==> src/common/zbp_map.vh <==
/*
 * Constants for the zoned/packed decimal conversion datapath: widths,
 * control bits, zone codes, sign nibbles, sign characters and overpunch codes.
 * Assumes a byte-wide operand path and byte-counted field lengths.
 */
`ifndef ZBP_MAP_VH
`define ZBP_MAP_VH

// Widths
`define ZBP_LEN_W        16
`define ZBP_ST_W         3

// Control byte fields
`define ZBP_CTL_SEPSIGN  0
`define ZBP_CTL_FORCEPOS 1

// Zone nibbles
`define ZBP_ZONE_ASCII   4'h3
`define ZBP_ZONE_EBCDIC  4'hF

// Preferred sign nibbles
`define ZBP_POS_ASCII    4'hA
`define ZBP_NEG_ASCII    4'hB
`define ZBP_POS_EBCDIC   4'hC
`define ZBP_NEG_EBCDIC   4'hD

// Other accepted sign nibbles
`define ZBP_POS_ALT1     4'hE
`define ZBP_POS_ALT2     4'hF

// Separate sign characters
`define ZBP_SCH_POS_ASC  8'h2B
`define ZBP_SCH_NEG_ASC  8'h2D
`define ZBP_SCH_POS_EBC  8'h4E
`define ZBP_SCH_NEG_EBC  8'h60

// Overpunch codes
`define ZBP_OVP_POS_ZERO 8'h7B
`define ZBP_OVP_NEG_ZERO 8'h7D
`define ZBP_OVP_POS_BASE 8'h40
`define ZBP_OVP_NEG_BASE 8'h49
`define ZBP_OVP_NEG_HIGH 8'h50
`define ZBP_OVP_NEG_LOW  8'h4A
`define ZBP_OVP_POS_LOW  8'h41
`define ZBP_OVP_POS_HIGH 8'h49
`define ZBP_OVP_NEG_TOP  8'h52

`endif

==> src/zbp_core.v <==
/*
 * Pack (zoned to BCD) and unpack (BCD to zoned) string datapath.
 * Assumes a byte-wide operand path with a req/ack handshake on the
 * processor clock; byte index 0 is the rightmost byte of each field.
 */
`timescale 1ns/1ps
`include "zbp_map.vh"

////////////////////////////////////////////////////////////////////////////////
// Contract
// - Packing strips zones of non-sign bytes, copies digit nibble unchecked.
// - ASCII overpunch pack decodes 30-39,7B,41-49 positive; 7D,4A-52 negative.
// - EBCDIC pack with both bits clear takes sign from upper nibble.
// - Preferred signs: ASCII A/B, EBCDIC C/D.
// - Invalid EBCDIC pack sign leaves the sign nibble free.
// - Bit 0 set, bit 1 clear: rightmost byte is a sign character.
// - Bad sign character leaves the whole result field free.
// - Detected sign character writes the preferred sign nibble.
// - Both bits set forces preferred positive sign; unpack writes the source sign character and raises sign_fault if negative.
// - Unpack zone is 3 in ASCII, F in EBCDIC.
// - Unpack takes sign from packed sign nibble, digits right to left.
// - Short unpack source fills high result bytes with zoned zero.
// - Long unpack source drops excess high-order digits.
// - ASCII overpunch unpack: positive 7B,41-49; negative 7D,4A-52.
// - Invalid sign in ASCII overpunch unpack leaves rightmost byte free.
// - Short pack source fills high result digits with zero.
// - Long pack source drops excess high-order digits.
// - Signs A,C,E,F positive; B,D negative; only these six valid.
// - Pack lengths are byte counts; both are given.
module zbp_core (
   input  wire                   clk,
   input  wire                   rst,
   input  wire                   start,
   input  wire                   op_unpack,
   input  wire                   ascii_mode,
   input  wire [1:0]             ctrl,
   input  wire [`ZBP_LEN_W-1:0]  src_len,
   input  wire [`ZBP_LEN_W-1:0]  dst_len,
   output wire                   rd_req,
   output wire [`ZBP_LEN_W-1:0]  rd_idx,
   input  wire                   rd_ack,
   input  wire [7:0]             rd_data,
   output wire                   wr_req,
   output wire [`ZBP_LEN_W-1:0]  wr_idx,
   output wire [7:0]             wr_data,
   input  wire                   wr_ack,
   output wire                   busy,
   output wire                   done,
   output wire                   sign_fault
);

   localparam [`ZBP_ST_W-1:0] ST_IDLE  = 3'd0;
   localparam [`ZBP_ST_W-1:0] ST_FETCH = 3'd1;
   localparam [`ZBP_ST_W-1:0] ST_RWAIT = 3'd2;
   localparam [`ZBP_ST_W-1:0] ST_PROC  = 3'd3;
   localparam [`ZBP_ST_W-1:0] ST_WWAIT = 3'd4;

   reg [`ZBP_ST_W-1:0]  state_reg;
   reg                  unp_reg;
   reg                  asc_reg;
   reg [1:0]            ctl_reg;
   reg [`ZBP_LEN_W-1:0] slen_reg;
   reg [`ZBP_LEN_W-1:0] dlen_reg;
   reg [`ZBP_LEN_W-1:0] sidx_reg;
   reg [`ZBP_LEN_W-1:0] didx_reg;
   reg                  first_reg;
   reg                  half_reg;
   reg [3:0]            acc_reg;
   reg [7:0]            sbyte_reg;
   reg                  rd_req_reg;
   reg [`ZBP_LEN_W-1:0] rd_idx_reg;
   reg                  wr_req_reg;
   reg [`ZBP_LEN_W-1:0] wr_idx_reg;
   reg [7:0]            wr_data_reg;
   reg                  busy_reg;
   reg                  done_reg;
   reg                  fault_reg;

   assign rd_req     = rd_req_reg;
   assign rd_idx     = rd_idx_reg;
   assign wr_req     = wr_req_reg;
   assign wr_idx     = wr_idx_reg;
   assign wr_data    = wr_data_reg;
   assign busy       = busy_reg;
   assign done       = done_reg;
   assign sign_fault = fault_reg;

   ////////////////////////////////////////////////////////////////////////////
   // Sign and digit translation

   wire       g_sep  = ctl_reg[`ZBP_CTL_SEPSIGN];
   wire       g_pos  = ctl_reg[`ZBP_CTL_FORCEPOS];
   wire [3:0] pref_p = asc_reg ? `ZBP_POS_ASCII : `ZBP_POS_EBCDIC;
   wire [3:0] pref_n = asc_reg ? `ZBP_NEG_ASCII : `ZBP_NEG_EBCDIC;
   wire [7:0] sch_p  = asc_reg ? `ZBP_SCH_POS_ASC : `ZBP_SCH_POS_EBC;
   wire [7:0] sch_n  = asc_reg ? `ZBP_SCH_NEG_ASC : `ZBP_SCH_NEG_EBC;
   wire [3:0] zone   = asc_reg ? `ZBP_ZONE_ASCII : `ZBP_ZONE_EBCDIC;

   // Packed sign nibble of the rightmost source byte
   wire [3:0] up_sn  = sbyte_reg[3:0];
   wire [3:0] up_d0  = sbyte_reg[7:4];
   wire       up_neg = (up_sn == `ZBP_NEG_ASCII) || (up_sn == `ZBP_NEG_EBCDIC);
   wire [7:0] ovp_off = sbyte_reg - `ZBP_OVP_NEG_BASE;

   reg  [3:0] pk_sign;
   reg  [3:0] pk_dig;
   reg        pk_has;
   reg  [7:0] up_first;

   // First pack byte: yields the sign and possibly the least significant digit
   always @*
   begin
      pk_sign = pref_p;
      pk_dig  = sbyte_reg[3:0];
      pk_has  = 1'b1;
      if (g_sep && g_pos)
      begin
         pk_sign = pref_p;
      end
      else if (g_sep)
      begin
         // Anything else is taken as a zoned digit; bad bytes are free
         if (sbyte_reg == sch_p)
         begin
            pk_sign = pref_p;
            pk_has  = 1'b0;
         end
         else if (sbyte_reg == sch_n)
         begin
            pk_sign = pref_n;
            pk_has  = 1'b0;
         end
      end
      else if (asc_reg)
      begin
         // Bit 1 alone is never issued, so it follows the bits-clear path
         if (sbyte_reg == `ZBP_OVP_POS_ZERO)
            pk_dig = 4'h0;
         else if (sbyte_reg == `ZBP_OVP_NEG_ZERO)
         begin
            pk_dig  = 4'h0;
            pk_sign = pref_n;
         end
         else if (sbyte_reg >= `ZBP_OVP_NEG_LOW && sbyte_reg <= `ZBP_OVP_NEG_TOP)
         begin
            pk_dig  = ovp_off[3:0];
            pk_sign = pref_n;
         end
         else if (sbyte_reg >= `ZBP_OVP_POS_LOW && sbyte_reg <= `ZBP_OVP_POS_HIGH)
            pk_dig = sbyte_reg[3:0];
      end
      else
      begin
         // Unrecognised sign nibbles default to positive
         if (sbyte_reg[7:4] == `ZBP_NEG_ASCII || sbyte_reg[7:4] == `ZBP_NEG_EBCDIC)
            pk_sign = pref_n;
         else
            pk_sign = pref_p;
      end
   end

   // First unpack byte: sign character, overpunch or zoned sign
   always @*
   begin
      up_first = {pref_p, up_d0};
      if (g_sep)
         up_first = up_neg ? sch_n : sch_p;
      else if (asc_reg)
      begin
         // Invalid sign nibbles fall into the positive row
         if (up_d0 == 4'h0)
            up_first = up_neg ? `ZBP_OVP_NEG_ZERO : `ZBP_OVP_POS_ZERO;
         else if (up_neg)
            up_first = `ZBP_OVP_NEG_BASE + {4'h0, up_d0};
         else
            up_first = `ZBP_OVP_POS_BASE + {4'h0, up_d0};
      end
      else
         up_first = {(up_neg ? pref_n : pref_p), up_d0};
   end

   wire [3:0] up_dig = half_reg ? sbyte_reg[7:4] : sbyte_reg[3:0];
   wire       last_w = (didx_reg + 16'h0001) == dlen_reg;

   ////////////////////////////////////////////////////////////////////////////
   // Sequencer

   always @(posedge clk or posedge rst)
   begin
      if (rst)
      begin
         state_reg   <= ST_IDLE;
         unp_reg     <= 1'b0;
         asc_reg     <= 1'b0;
         ctl_reg     <= 2'b00;
         slen_reg    <= 16'h0000;
         dlen_reg    <= 16'h0000;
         sidx_reg    <= 16'h0000;
         didx_reg    <= 16'h0000;
         first_reg   <= 1'b0;
         half_reg    <= 1'b0;
         acc_reg     <= 4'h0;
         sbyte_reg   <= 8'h00;
         rd_req_reg  <= 1'b0;
         rd_idx_reg  <= 16'h0000;
         wr_req_reg  <= 1'b0;
         wr_idx_reg  <= 16'h0000;
         wr_data_reg <= 8'h00;
         busy_reg    <= 1'b0;
         done_reg    <= 1'b0;
         fault_reg   <= 1'b0;
      end
      else
      begin
         done_reg <= 1'b0;
         case (state_reg)
            ST_IDLE:
            begin
               if (start)
               begin
                  unp_reg   <= op_unpack;
                  asc_reg   <= ascii_mode;
                  ctl_reg   <= ctrl;
                  slen_reg  <= src_len;
                  dlen_reg  <= dst_len;
                  sidx_reg  <= 16'h0000;
                  didx_reg  <= 16'h0000;
                  first_reg <= 1'b1;
                  half_reg  <= 1'b0;
                  fault_reg <= 1'b0;
                  // An empty result field finishes at once
                  if (dst_len == 16'h0000)
                     done_reg <= 1'b1;
                  else
                  begin
                     busy_reg  <= 1'b1;
                     state_reg <= ST_FETCH;
                  end
               end
            end
            ST_FETCH:
            begin
               sidx_reg <= sidx_reg + 16'h0001;
               if (sidx_reg < slen_reg)
               begin
                  rd_req_reg <= 1'b1;
                  rd_idx_reg <= sidx_reg;
                  state_reg  <= ST_RWAIT;
               end
               else
               begin
                  // Source exhausted: zero digits pad the high end
                  sbyte_reg <= 8'h00;
                  state_reg <= ST_PROC;
               end
            end
            ST_RWAIT:
            begin
               if (rd_ack)
               begin
                  rd_req_reg <= 1'b0;
                  sbyte_reg  <= rd_data;
                  state_reg  <= ST_PROC;
               end
            end
            ST_PROC:
            begin
               first_reg <= 1'b0;
               state_reg <= ST_FETCH;
               if (unp_reg)
               begin
                  wr_req_reg <= 1'b1;
                  wr_idx_reg <= didx_reg;
                  state_reg  <= ST_WWAIT;
                  if (first_reg)
                  begin
                     wr_data_reg <= up_first;
                     half_reg    <= g_sep;
                     fault_reg   <= g_sep & g_pos & up_neg;
                  end
                  else
                  begin
                     wr_data_reg <= {zone, up_dig};
                     half_reg    <= ~half_reg;
                  end
               end
               else if (first_reg)
               begin
                  if (pk_has)
                  begin
                     wr_req_reg  <= 1'b1;
                     wr_idx_reg  <= didx_reg;
                     wr_data_reg <= {pk_dig, pk_sign};
                     state_reg   <= ST_WWAIT;
                  end
                  else
                  begin
                     acc_reg  <= pk_sign;
                     half_reg <= 1'b1;
                  end
               end
               else if (half_reg)
               begin
                  wr_req_reg  <= 1'b1;
                  wr_idx_reg  <= didx_reg;
                  wr_data_reg <= {sbyte_reg[3:0], acc_reg};
                  half_reg    <= 1'b0;
                  state_reg   <= ST_WWAIT;
               end
               else
               begin
                  acc_reg  <= sbyte_reg[3:0];
                  half_reg <= 1'b1;
               end
            end
            ST_WWAIT:
            begin
               if (wr_ack)
               begin
                  wr_req_reg <= 1'b0;
                  didx_reg   <= didx_reg + 16'h0001;
                  // Stopping at the result length drops surplus digits
                  if (last_w)
                  begin
                     busy_reg  <= 1'b0;
                     done_reg  <= 1'b1;
                     state_reg <= ST_IDLE;
                  end
                  else if (unp_reg && half_reg)
                     state_reg <= ST_PROC;
                  else
                     state_reg <= ST_FETCH;
               end
            end
            default:
            begin
               state_reg <= ST_IDLE;
            end
         endcase
      end
   end

endmodule

==> config.mk <==
export PLATFORM = sky130hd
export DESIGN_NAME = zbp_core
export DESIGN_NICKNAME = d
export VERILOG_FILES = /design/src/zbp_core.v
export VERILOG_INCLUDE_DIRS = /design/src /design/src/common
export SDC_FILE = /design/constraint.sdc
export NUM_CORES = 1
export LEC_CHECK = 0
export ABC_AREA = 1
export BUFFER_PORTS_ARGS = -buffer_cell sky130_fd_sc_hd__clkbuf_2
export CORE_ASPECT_RATIO = 1.25
export CORE_UTILIZATION = 34
export DETAILED_ROUTE_END_ITERATION = 8
export GPL_ROUTABILITY_DRIVEN = 0
export PLACE_DENSITY_LB_ADDON = 0.12
export RECOVER_POWER = 50
export SYNTH_ARGS = -nofsm -noshare
export SYNTH_HDL_FRONTEND = slang
export SYNTH_SLANG_ARGS = --single-unit
==> constraint.sdc <==
create_clock -name clk -period 5 [get_ports clk]
set_input_delay 0.5 -clock clk [delete_from_list [all_inputs] [get_ports clk]]
set_output_delay 0.5 -clock clk [all_outputs]
set_load 0.005 [all_outputs]
==> qor.txt, run 1 <==
Status = finished, violations left
Failing checks = capacitance limit, slew limit
Crit start category = input port
CTS max path bufs = 2
DRC viols = 0
Post-synth EDFFs = 0
Final period util = 0.592
Worst-Skew Late Latency = 0.42 ns
Pin count of the biggest net entering global routing = 89
Critical path class = input port to async pin
WL/cell = 14.7 µm
Setup Buffers After CTS = 0
Slew margin rel. = -0.585
Clock sink count = 130
Hold Buf Count CTS = 0
Final hold slack = 0.256 ns
IO buf count = 93
Kind of end point of the critical path = async pin
Slew @ Worst Pin = 2.38 ns
CTS Buf Count = 17
Yosys cell types = 42
Antenna-violating nets left = 0
Maxcap violations = 1
Clock Skew = 0.0109 ns
TritonRoute pass-1 iters = 5
Fillers = 2198
Vias in the first global route = 6079
Layout area overhead = 17.4%
Slew Limit Fails = 44
Total chip power = 4.95 mW
Global-route wire length before repair = 31700 µm
Util after Layout = 0.407
Pleak = 4.13 nW
Final #Nets = 1111
Synth area leader = dfrtp_1
CTS tree = done
Post-synth top area share = 0.449
FMAX = 338 MHz
CTS Root Cell = clkbuf_16
Post-DP HPWL = 14400 µm
RSZ-0062 raised after global routing = no
Critical path peak fanout = 88
Worst min path class = input port to async pin
Height of the chip = 165 µm
Max rail drop VDD = 0.000276 V
Via density = 4.79
Net Count, Synth = 1024
GRT Total Usage = 0.187
Core Rows = 59
Final Hold Viols = 0
Overflow after GRT = 0
#FFs+latches synth = 130
Top-count cell post-synth = nand2_1
Starting Density = 0.347
Htree depth = 4
Synthesis warning total = 0
Arr. time, crit path = 2.99 ns
Number of setup violations in the final report = 0
Cells after synthesis = 947
Post-Route WL = 19400 µm
Placed cell count = 1289
Synth area leaders = dfrtp_1 (45%), nand2_1 (15%), o21ai_0 (6.7%), inv_1 (5.2%), ha_1 (4.8%)
Tmin final = 2.96 ns
Pwr Density = 581 nW/µm²
Number of diodes = 0
Syn_area_per_cell = 7.66 µm²
IO Pins = 94
Core Area = 20900 µm²
TNS Setup = 0 ns
WP data required = 5.03 ns
Share of layout cells above drive strength 1 = 0.144
Ys flop type = dfrtp_1
Clock slew at reported path FFs = 0.06 ns
Post_cts resized = 0
Synth cell count leaders = nand2_1 (290), dfrtp_1 (130), inv_1 (101), o21ai_0 (97), nand3_1 (61)
Initial antenna violation count = 0
Sequential share of the synthesized area = 0.449
Area of the mapped netlist = 7250 µm²
Fin cells = 1321
Die area = 21900 µm²
DRT iter0 DRCs = 373
Vias = 6323
Asr flop ratio synth = 1.00
Die Wd = 133 µm
-- through the flow --
step	cell area [µm²]	worst slack [ns]
after global routing	8510	1.43
final	8510	2.04
after global placement	7940	2.64
after detailed placement	7940	2.58
after CTS	8540	2.57
after floorplan	7250	1.03
-- layer usage --
metal  up-vias  GRT usage  share of wire  routed length [µm]
met5         -          0              0                   0
met4         0     0.0601          0.012                 228
met3        16     0.0266          0.033                 646
met2       135      0.317           0.48                9330
met1      2897      0.245           0.47                9150
li1       3275          -              -                   -
-- cells in the final DEF, fill, tap and decap left out, types with 2 or more instances in the layout --
cell type and instances:
nand2_1 290, dfrtp_1 130, inv_1 100, o21ai_0 97, clkbuf_2 73, nand3_1 61, nor2_1 50, ha_1 28
o21ai_1 27, a21oi_1 21, clkbuf_1 21, o22ai_1 17, clkbuf_16 17, nand4_1 16, inv_2 10, nand2_2 9
nor2_2 7, o211ai_1 7, nor3_1 7, inv_6 5, nor3_2 4, nor4_1 4, clkinvlp_4 4, nor2_4 3
nand2_4 3, xor2_1 3, nand3b_1 3, buf_4 3, o31ai_1 2, nand3_2 2, clkinv_1 2, o21a_1 2
bufinv_16 2, clkbuf_8 2
-- where the power goes --
part	switching (mW)	internal [mW]	leakage [nW]
registers	0.320	1.44	1.71
logic	1.25	0.657	2.13
clock network	0.509	0.770	0.285
-- worst paths after layout --
path,start,endpoint,slack (ns),cells after the start
hold / removal,rst,slen_reg[2]$_DFFE_PP0P_,0.26,2
max in group clk,state_reg[1]$_DFFE_PP0P_,sign_fault$_DFFE_PP0P_,2.63,9
setup reg to reg,state_reg[1]$_DFFE_PP0P_,sign_fault$_DFFE_PP0P_,2.63,9
hold reg to reg,wr_data[7]$_DFFE_PP0P_,wr_data[7]$_DFFE_PP0P_,0.48,2
min in group clk,src_len[15],slen_reg[15]$_DFFE_PP0P_,0.29,3
setup / recovery,rst,sbyte_reg[0]$_DFFE_PP0P_,2.04,3
-- layout make-up --
class / instances / area [µm²] / share of cell area
clock buffers: 19 / 453 / 0.0532
clock inverters: 13 / 150 / 0.0176
inverters: 113 / 429 / 0.0504
multi-input cells: 675 / 3410 / 0.401
flip-flops and latches: 130 / 3250 / 0.382
well taps: 274 / 343 / 0.0403
repair buffers: 97 / 467 / 0.0548
-- critical path, cell delays in order --
cell      delay (ns)
clkbuf_1        0.11
inv_6           0.58
clkbuf_1        1.76
-- cells by family after synthesis --
family	after synthesis	synth area share
AO/OA/AOI/OAI	179	0.133
XOR/XNOR	5	0.00794
adder cells (fa/ha/maj)	28	0.0483
buffers and inverters	142	0.0813
flip-flops	130	0.449
AND/OR/NAND/NOR	463	0.280
Power figures use the tool's default switching activity.
==> run 2: changes to the inputs <==
--- a/config.mk
+++ b/config.mk
@@ -6,7 +6,7 @@
 export SDC_FILE = /design/constraint.sdc
 export NUM_CORES = 1
 export LEC_CHECK = 0
-export ABC_AREA = 1
+export ABC_AREA = 0
 export BUFFER_PORTS_ARGS = -buffer_cell sky130_fd_sc_hd__clkbuf_2
 export CORE_ASPECT_RATIO = 1.25
 export CORE_UTILIZATION = 34
==> constraint.sdc (replaced) <==
create_clock -name clk -period 3.1 [get_ports clk]
set_input_delay 0.31 -clock clk [delete_from_list [all_inputs] [get_ports clk]]
set_output_delay 0.31 -clock clk [all_outputs]
set_load 0.005 [all_outputs]
==> qor.txt, run 2 <==
Status = finished, violations left
Failing checks = capacitance limit, slew limit
WL/cell = 16.5 µm
Layout area overhead = 18.5%
Crit-path max cell delay = 0.43 ns
Maxcap violations = 1
Core Area = 20200 µm²
Synthesis warning total = 0
Pwr Density = 845 nW/µm²
Post-Route WL = 18500 µm
Slew @ Worst Pin = 1.65 ns
Ys flop type = dfrtp_1
Share of layout cells above drive strength 1 = 0.227
Area of the mapped netlist = 7090 µm²
Tmin final = 2.82 ns
Multi-input logic area = 3480 µm²
Synth area leader = dfrtp_1
Worst-Skew Late Latency = 0.42 ns
Worst Reg2Reg Path Length in Cells = 8
Initial antenna violation count = 0
Die area = 21400 µm²
Cells after synthesis = 753
Global-route wire length before repair = 31300 µm
Overflow after GRT = 0
Core Rows = 58
TNS Setup = 0 ns
Pleak = 3.96 nW
Die Wd = 131 µm
Fillers = 2071
Number of setup violations in the final report = 0
Synth area leaders = dfrtp_1 (46%), nand2_1 (6.5%), o21ai_0 (6.4%), mux2_2 (5.7%), ha_1 (4.9%)
Height of the chip = 163 µm
CTS Root Cell = clkbuf_16
FMAX = 355 MHz
DRC viols = 0
CTS max path bufs = 2
Hold path depth = 3
Top-count cell post-synth = dfrtp_1
CP delay by family, top = compound AO/OA/AOI/OAI gates
Pin count of the biggest net entering global routing = 54
Final period util = 0.910
Synth cell count leaders = dfrtp_1 (130), nand2_1 (122), o21ai_0 (91), nor2_1 (41), mux2_2 (36)
CTS Buf Count = 17
Setup Buffers After CTS = 0
DRT iter0 DRCs = 329
Placed cell count = 1093
Post-synth top area share = 0.459
TritonRoute pass-1 iters = 5
Vias = 5850
Clock sink count = 130
Area occupied by registers = 3250 µm²
CTS tree = done
Yosys cell types = 60
Net Count, Synth = 830
Critical path peak fanout = 16
Number of diodes = 0
Via density = 5.20
Post_cts resized = 0
Asr flop ratio synth = 1.00
Vias in the first global route = 5932
#FFs+latches synth = 130
GRT Total Usage = 0.185
Starting Density = 0.350
CP Cell Sequence = ha_1 > and3_1 > a211o_1 > a311oi_1 > o221ai_1 > nor2_1 > buf_4 > mux2_2
RSZ-0062 raised after global routing = no
Critical path class = flip-flop to flip-flop
Antenna-violating nets left = 0
Slew Limit Fails = 37
Critical-path top delay cell = dfrtp_1
Clock Skew = 0.0101 ns
Crit path buf inv count = 1
IO buf count = 93
Slew margin rel. = -0.106
Arr. time, crit path = 3.12 ns
WP data required = 3.40 ns
Post-synth EDFFs = 0
Worst min path class = input port to flip-flop
Post-DP HPWL = 13300 µm
Crit start category = flip-flop
Fin cells = 1125
Final Hold Viols = 0
Most frequent cells in the layout = dfrtp_1 (130), nand2_1 (122), o21ai_0 (91)
Syn_area_per_cell = 9.41 µm²
Final #Nets = 919
Sequential share of the synthesized area = 0.459
Critical Path Stages = 8
Leading cell type in the layout, fill and taps excluded = dfrtp_1
IO Pins = 94
Max rail drop VDD = 0.000438 V
Htree depth = 4
Clock slew at reported path FFs = 0.07 ns
Hold Buf Count CTS = 0
Kind of end point of the critical path = flip-flop
-- run 2: cell types whose count changed after synthesis, moves of 14 or more --
cell,change
nand3_1,-43
nand2_1,-168
xnor2_1,+20
o22ai_1,-14
clkbuf_1,+21
inv_1,-71
mux2_2,+36
o21ai_1,-27
-- run 2: power by group --
part	total (mW)	switching, mW	internal [mW]
Clock	1.96	0.832	1.13
Combinational	2.51	1.45	1.06
Sequential	2.63	0.481	2.14
Total	7.10	2.77	4.33
-- run 2: cells by family (layout without fill, tap and decap cells) --
| family | after synthesis | in the layout | synth area share |
|---|---|---|---|
| XOR/XNOR | 28 | 28 | 0.0346 |
| AND/OR/NAND/NOR | 260 | 260 | 0.179 |
| flip-flops | 130 | 130 | 0.459 |
| multiplexers | 41 | 41 | 0.0643 |
| AO/OA/AOI/OAI | 188 | 188 | 0.163 |
| adder cells (fa/ha/maj) | 28 | 28 | 0.0494 |
| buffers and inverters | 78 | 180 | 0.0507 |
-- run 2: final cells by class --
cell class | count | share of cell area
Inverter | 31 | 0.0140
Multi-Input combinational cell | 545 | 0.414
Timing Repair Buffer | 117 | 0.0752
Tap cell | 270 | 0.0402
Clock inverter | 15 | 0.0182
Sequential cell | 130 | 0.387
Clock buffer | 17 | 0.0506
-- run 2: path summary, 6_finish.rpt --
check,start,to,slack [ns]
max reg2reg,sidx_reg[6]$_DFFE_PP0P_,rd_idx[11]$_DFFE_PP0P_,0.28
min,src_len[0],slen_reg[0]$_DFFE_PP0P_,0.09
max,sidx_reg[6]$_DFFE_PP0P_,rd_idx[11]$_DFFE_PP0P_,0.28
min reg2reg,wr_data[1]$_DFFE_PP0P_,wr_data[1]$_DFFE_PP0P_,0.49
max in group asynchronous,rst,sidx_reg[1]$_DFFE_PP0P_,0.87
min in group asynchronous,rst,wr_req$_DFFE_PP0P_,0.27
-- run 2: metrics by stage --
| stage | power (mW) | hold slack [ns] | area [µm²] | util | setup slack, ns |
|---|---|---|---|---|---|
| after floorplan | 4.40 | 0.415 | 7090 | - | 0.310 |
| final | 7.10 | 0.0887 | 8400 | 0.415 | 0.279 |
| after global routing | 7.66 | 0.0861 | 8400 | 0.415 | 0.0947 |
| after global placement | 5.16 | 0.468 | 7860 | 0.388 | 0.376 |
| after detailed placement | 5.20 | 0.479 | 7860 | 0.388 | 0.302 |
| after CTS | 7.20 | 0.0699 | 8440 | 0.417 | 0.275 |
-- run 2: tightest hold or removal path, cell delays in order --
cell	delay, ns
clkbuf_2	0.08
nand2_1	0.04
nand2_1	0.05
-- run 2: per-layer routing --
metal	global-route usage	vias up	routed length [µm]
met2	0.314	121	8980
met3	0.0345	23	670
met4	0.0738	0	331
met1	0.232	2861	8530
met5	0	-	0
li1	-	2845	-
==> run 3: changes to the inputs <==
--- a/config.mk
+++ b/config.mk
@@ -7,9 +7,9 @@
 export NUM_CORES = 1
 export LEC_CHECK = 0
 export ABC_AREA = 0
-export BUFFER_PORTS_ARGS = -buffer_cell sky130_fd_sc_hd__clkbuf_2
+export BUFFER_PORTS_ARGS = -buffer_cell sky130_fd_sc_hd__buf_4
 export CORE_ASPECT_RATIO = 1.25
-export CORE_UTILIZATION = 34
+export CORE_UTILIZATION = 30
 export DETAILED_ROUTE_END_ITERATION = 8
 export GPL_ROUTABILITY_DRIVEN = 0
 export PLACE_DENSITY_LB_ADDON = 0.12
==> qor.txt, run 3 (synthesis gave the netlist of run 2 again) <==
Status = finished, violations left
Failing checks = capacitance limit, slew limit
Clock Skew = 0.00872 ns
Crit start category = flip-flop
Vias = 5836
Fillers = 2320
Final period util = 0.910
Maxcap violations = 1
Placed cell count = 1112
Max rail drop VDD = 0.000465 V
Kind of end point of the critical path = flip-flop
DRC viols = 0
FMAX = 355 MHz
Slew @ Worst Pin = 1.76 ns
DP Worst Slack = 0.322 ns
TNS Setup = 0 ns
Final #Nets = 920
Post_cts resized = 0
GRT Total Usage = 0.163
DRT iter0 DRCs = 323
Die area = 24200 µm²
Vias in the first global route = 5828
Htree depth = 4
Area occupied by registers = 3250 µm²
Slew Limit Fails = 41
CTS Buf Count = 17
Number of setup violations in the final report = 0
Core Rows = 62
CTS tree = done
Clock slew at reported path FFs = 0.06 ns
Core Area = 23100 µm²
Hold Buf Count CTS = 0
Worst min path class = input port to flip-flop
Post-DP HPWL = 13700 µm
Antenna-violating nets left = 0
Most frequent cells in the layout = dfrtp_1 (130), nand2_1 (122), buf_4 (93)
IO buf count = 93
Worst setup margin = 0.281 ns
Slew margin rel. = -0.179
Leading cell type in the layout, fill and taps excluded = dfrtp_1
Initial antenna violation count = 0
Pwr Density = 839 nW/µm²
Tmin final = 2.82 ns
Arr. time, crit path = 3.17 ns
Clock sink count = 130
CTS max path bufs = 2
Die Wd = 139 µm
Post-Route WL = 19000 µm
Worst-Skew Late Latency = 0.42 ns
Finished Cell Area = 8690 µm²
Global-route wire length before repair = 31100 µm
Critical path class = flip-flop to flip-flop
Pin count of the biggest net entering global routing = 58
Share of layout cells above drive strength 1 = 0.231
RSZ-0062 raised after global routing = no
CTS Root Cell = clkbuf_16
Starting Density = 0.307
WL/cell = 16.6 µm
Overflow after GRT = 0
WP data required = 3.45 ns
Multi-input logic area = 3480 µm²
Layout area overhead = 22.6%
Critical path peak fanout = 8
Final Hold Viols = 0
Setup Buffers After CTS = 0
Total chip power = 7.29 mW
Pleak = 4.05 nW
Via density = 5.10
TritonRoute pass-1 iters = 5
Cell Area, Placed = 8130 µm²
Number of diodes = 0
IO Pins = 94
Fin cells = 1144
Height of the chip = 174 µm
[run 3: cell types whose count changed in the layout (fill, tap and decap cells not counted), moves of 2 or more]
cell       previous run  this run
buf_4                22        93
bufinv_16             1         3
clkbuf_1              6         4
clkbuf_2             88         2
clkbuf_4              0        21
clkinv_2              0         2
inv_6                 4         1
inv_8                 2         0
[run 3: metrics by stage]
step           hold WS (ns)  utilization
2_1_floorplan         0.415            -
3_3_place_gp          0.474        0.351
3_5_place_dp          0.475        0.351
4_1_cts              0.0787        0.378
5_1_grt              0.0923        0.376
6_report             0.0954        0.376
[run 3: power breakdown]
part	internal, mW	switching, mW	total, mW
logic	1.14	1.51	2.64
registers	2.15	0.455	2.60
clock network	1.29	0.758	2.05
total	4.57	2.72	7.29
[run 3: cell type report]
type / instances / share of cell area
well taps: 288 / 0.0415
inverters: 31 / 0.0135
clock buffers: 20 / 0.0514
multi-input cells: 545 / 0.401
repair buffers: 118 / 0.101
flip-flops and latches: 130 / 0.374
clock inverters: 12 / 0.0181
[run 3: metal layers]
layer | part of all wire | up-vias | global-route usage
met5 | 0 | - | 0
met2 | 0.50 | 91 | 0.273
li1 | - | 2859 | -
met4 | 0.017 | 0 | 0.0662
met1 | 0.46 | 2869 | 0.208
met3 | 0.027 | 17 | 0.0279
[run 3: worst max-delay path, stage by stage, from the launching register on]
cell and delay [ns]:
dfrtp_1 0.48, inv_1 0.22, ha_1 0.21, o311ai_0 0.13
a221o_1 0.37, or4b_2 0.64, a311o_1 0.37, a31oi_1 0.17
mux2_2 0.16
[run 3: final timing paths]
kind | startpoint | endpoint | slack (ns) | cells after the start
max | sbyte_reg[4]$_DFFE_PP0P_ | acc_reg[0]$_DFFE_PP0P_ | 0.28 | 8
min | src_len[10] | slen_reg[10]$_DFFE_PP0P_ | 0.1 | 3
min reg2reg | wr_data[2]$_DFFE_PP0P_ | wr_data[2]$_DFFE_PP0P_ | 0.48 | 2
max reg2reg | sbyte_reg[4]$_DFFE_PP0P_ | acc_reg[0]$_DFFE_PP0P_ | 0.28 | 8
max in group asynchronous | rst | rd_idx[5]$_DFFE_PP0P_ | 0.68 | 3
min in group asynchronous | rst | acc_reg[1]$_DFFE_PP0P_ | 0.34 | 2
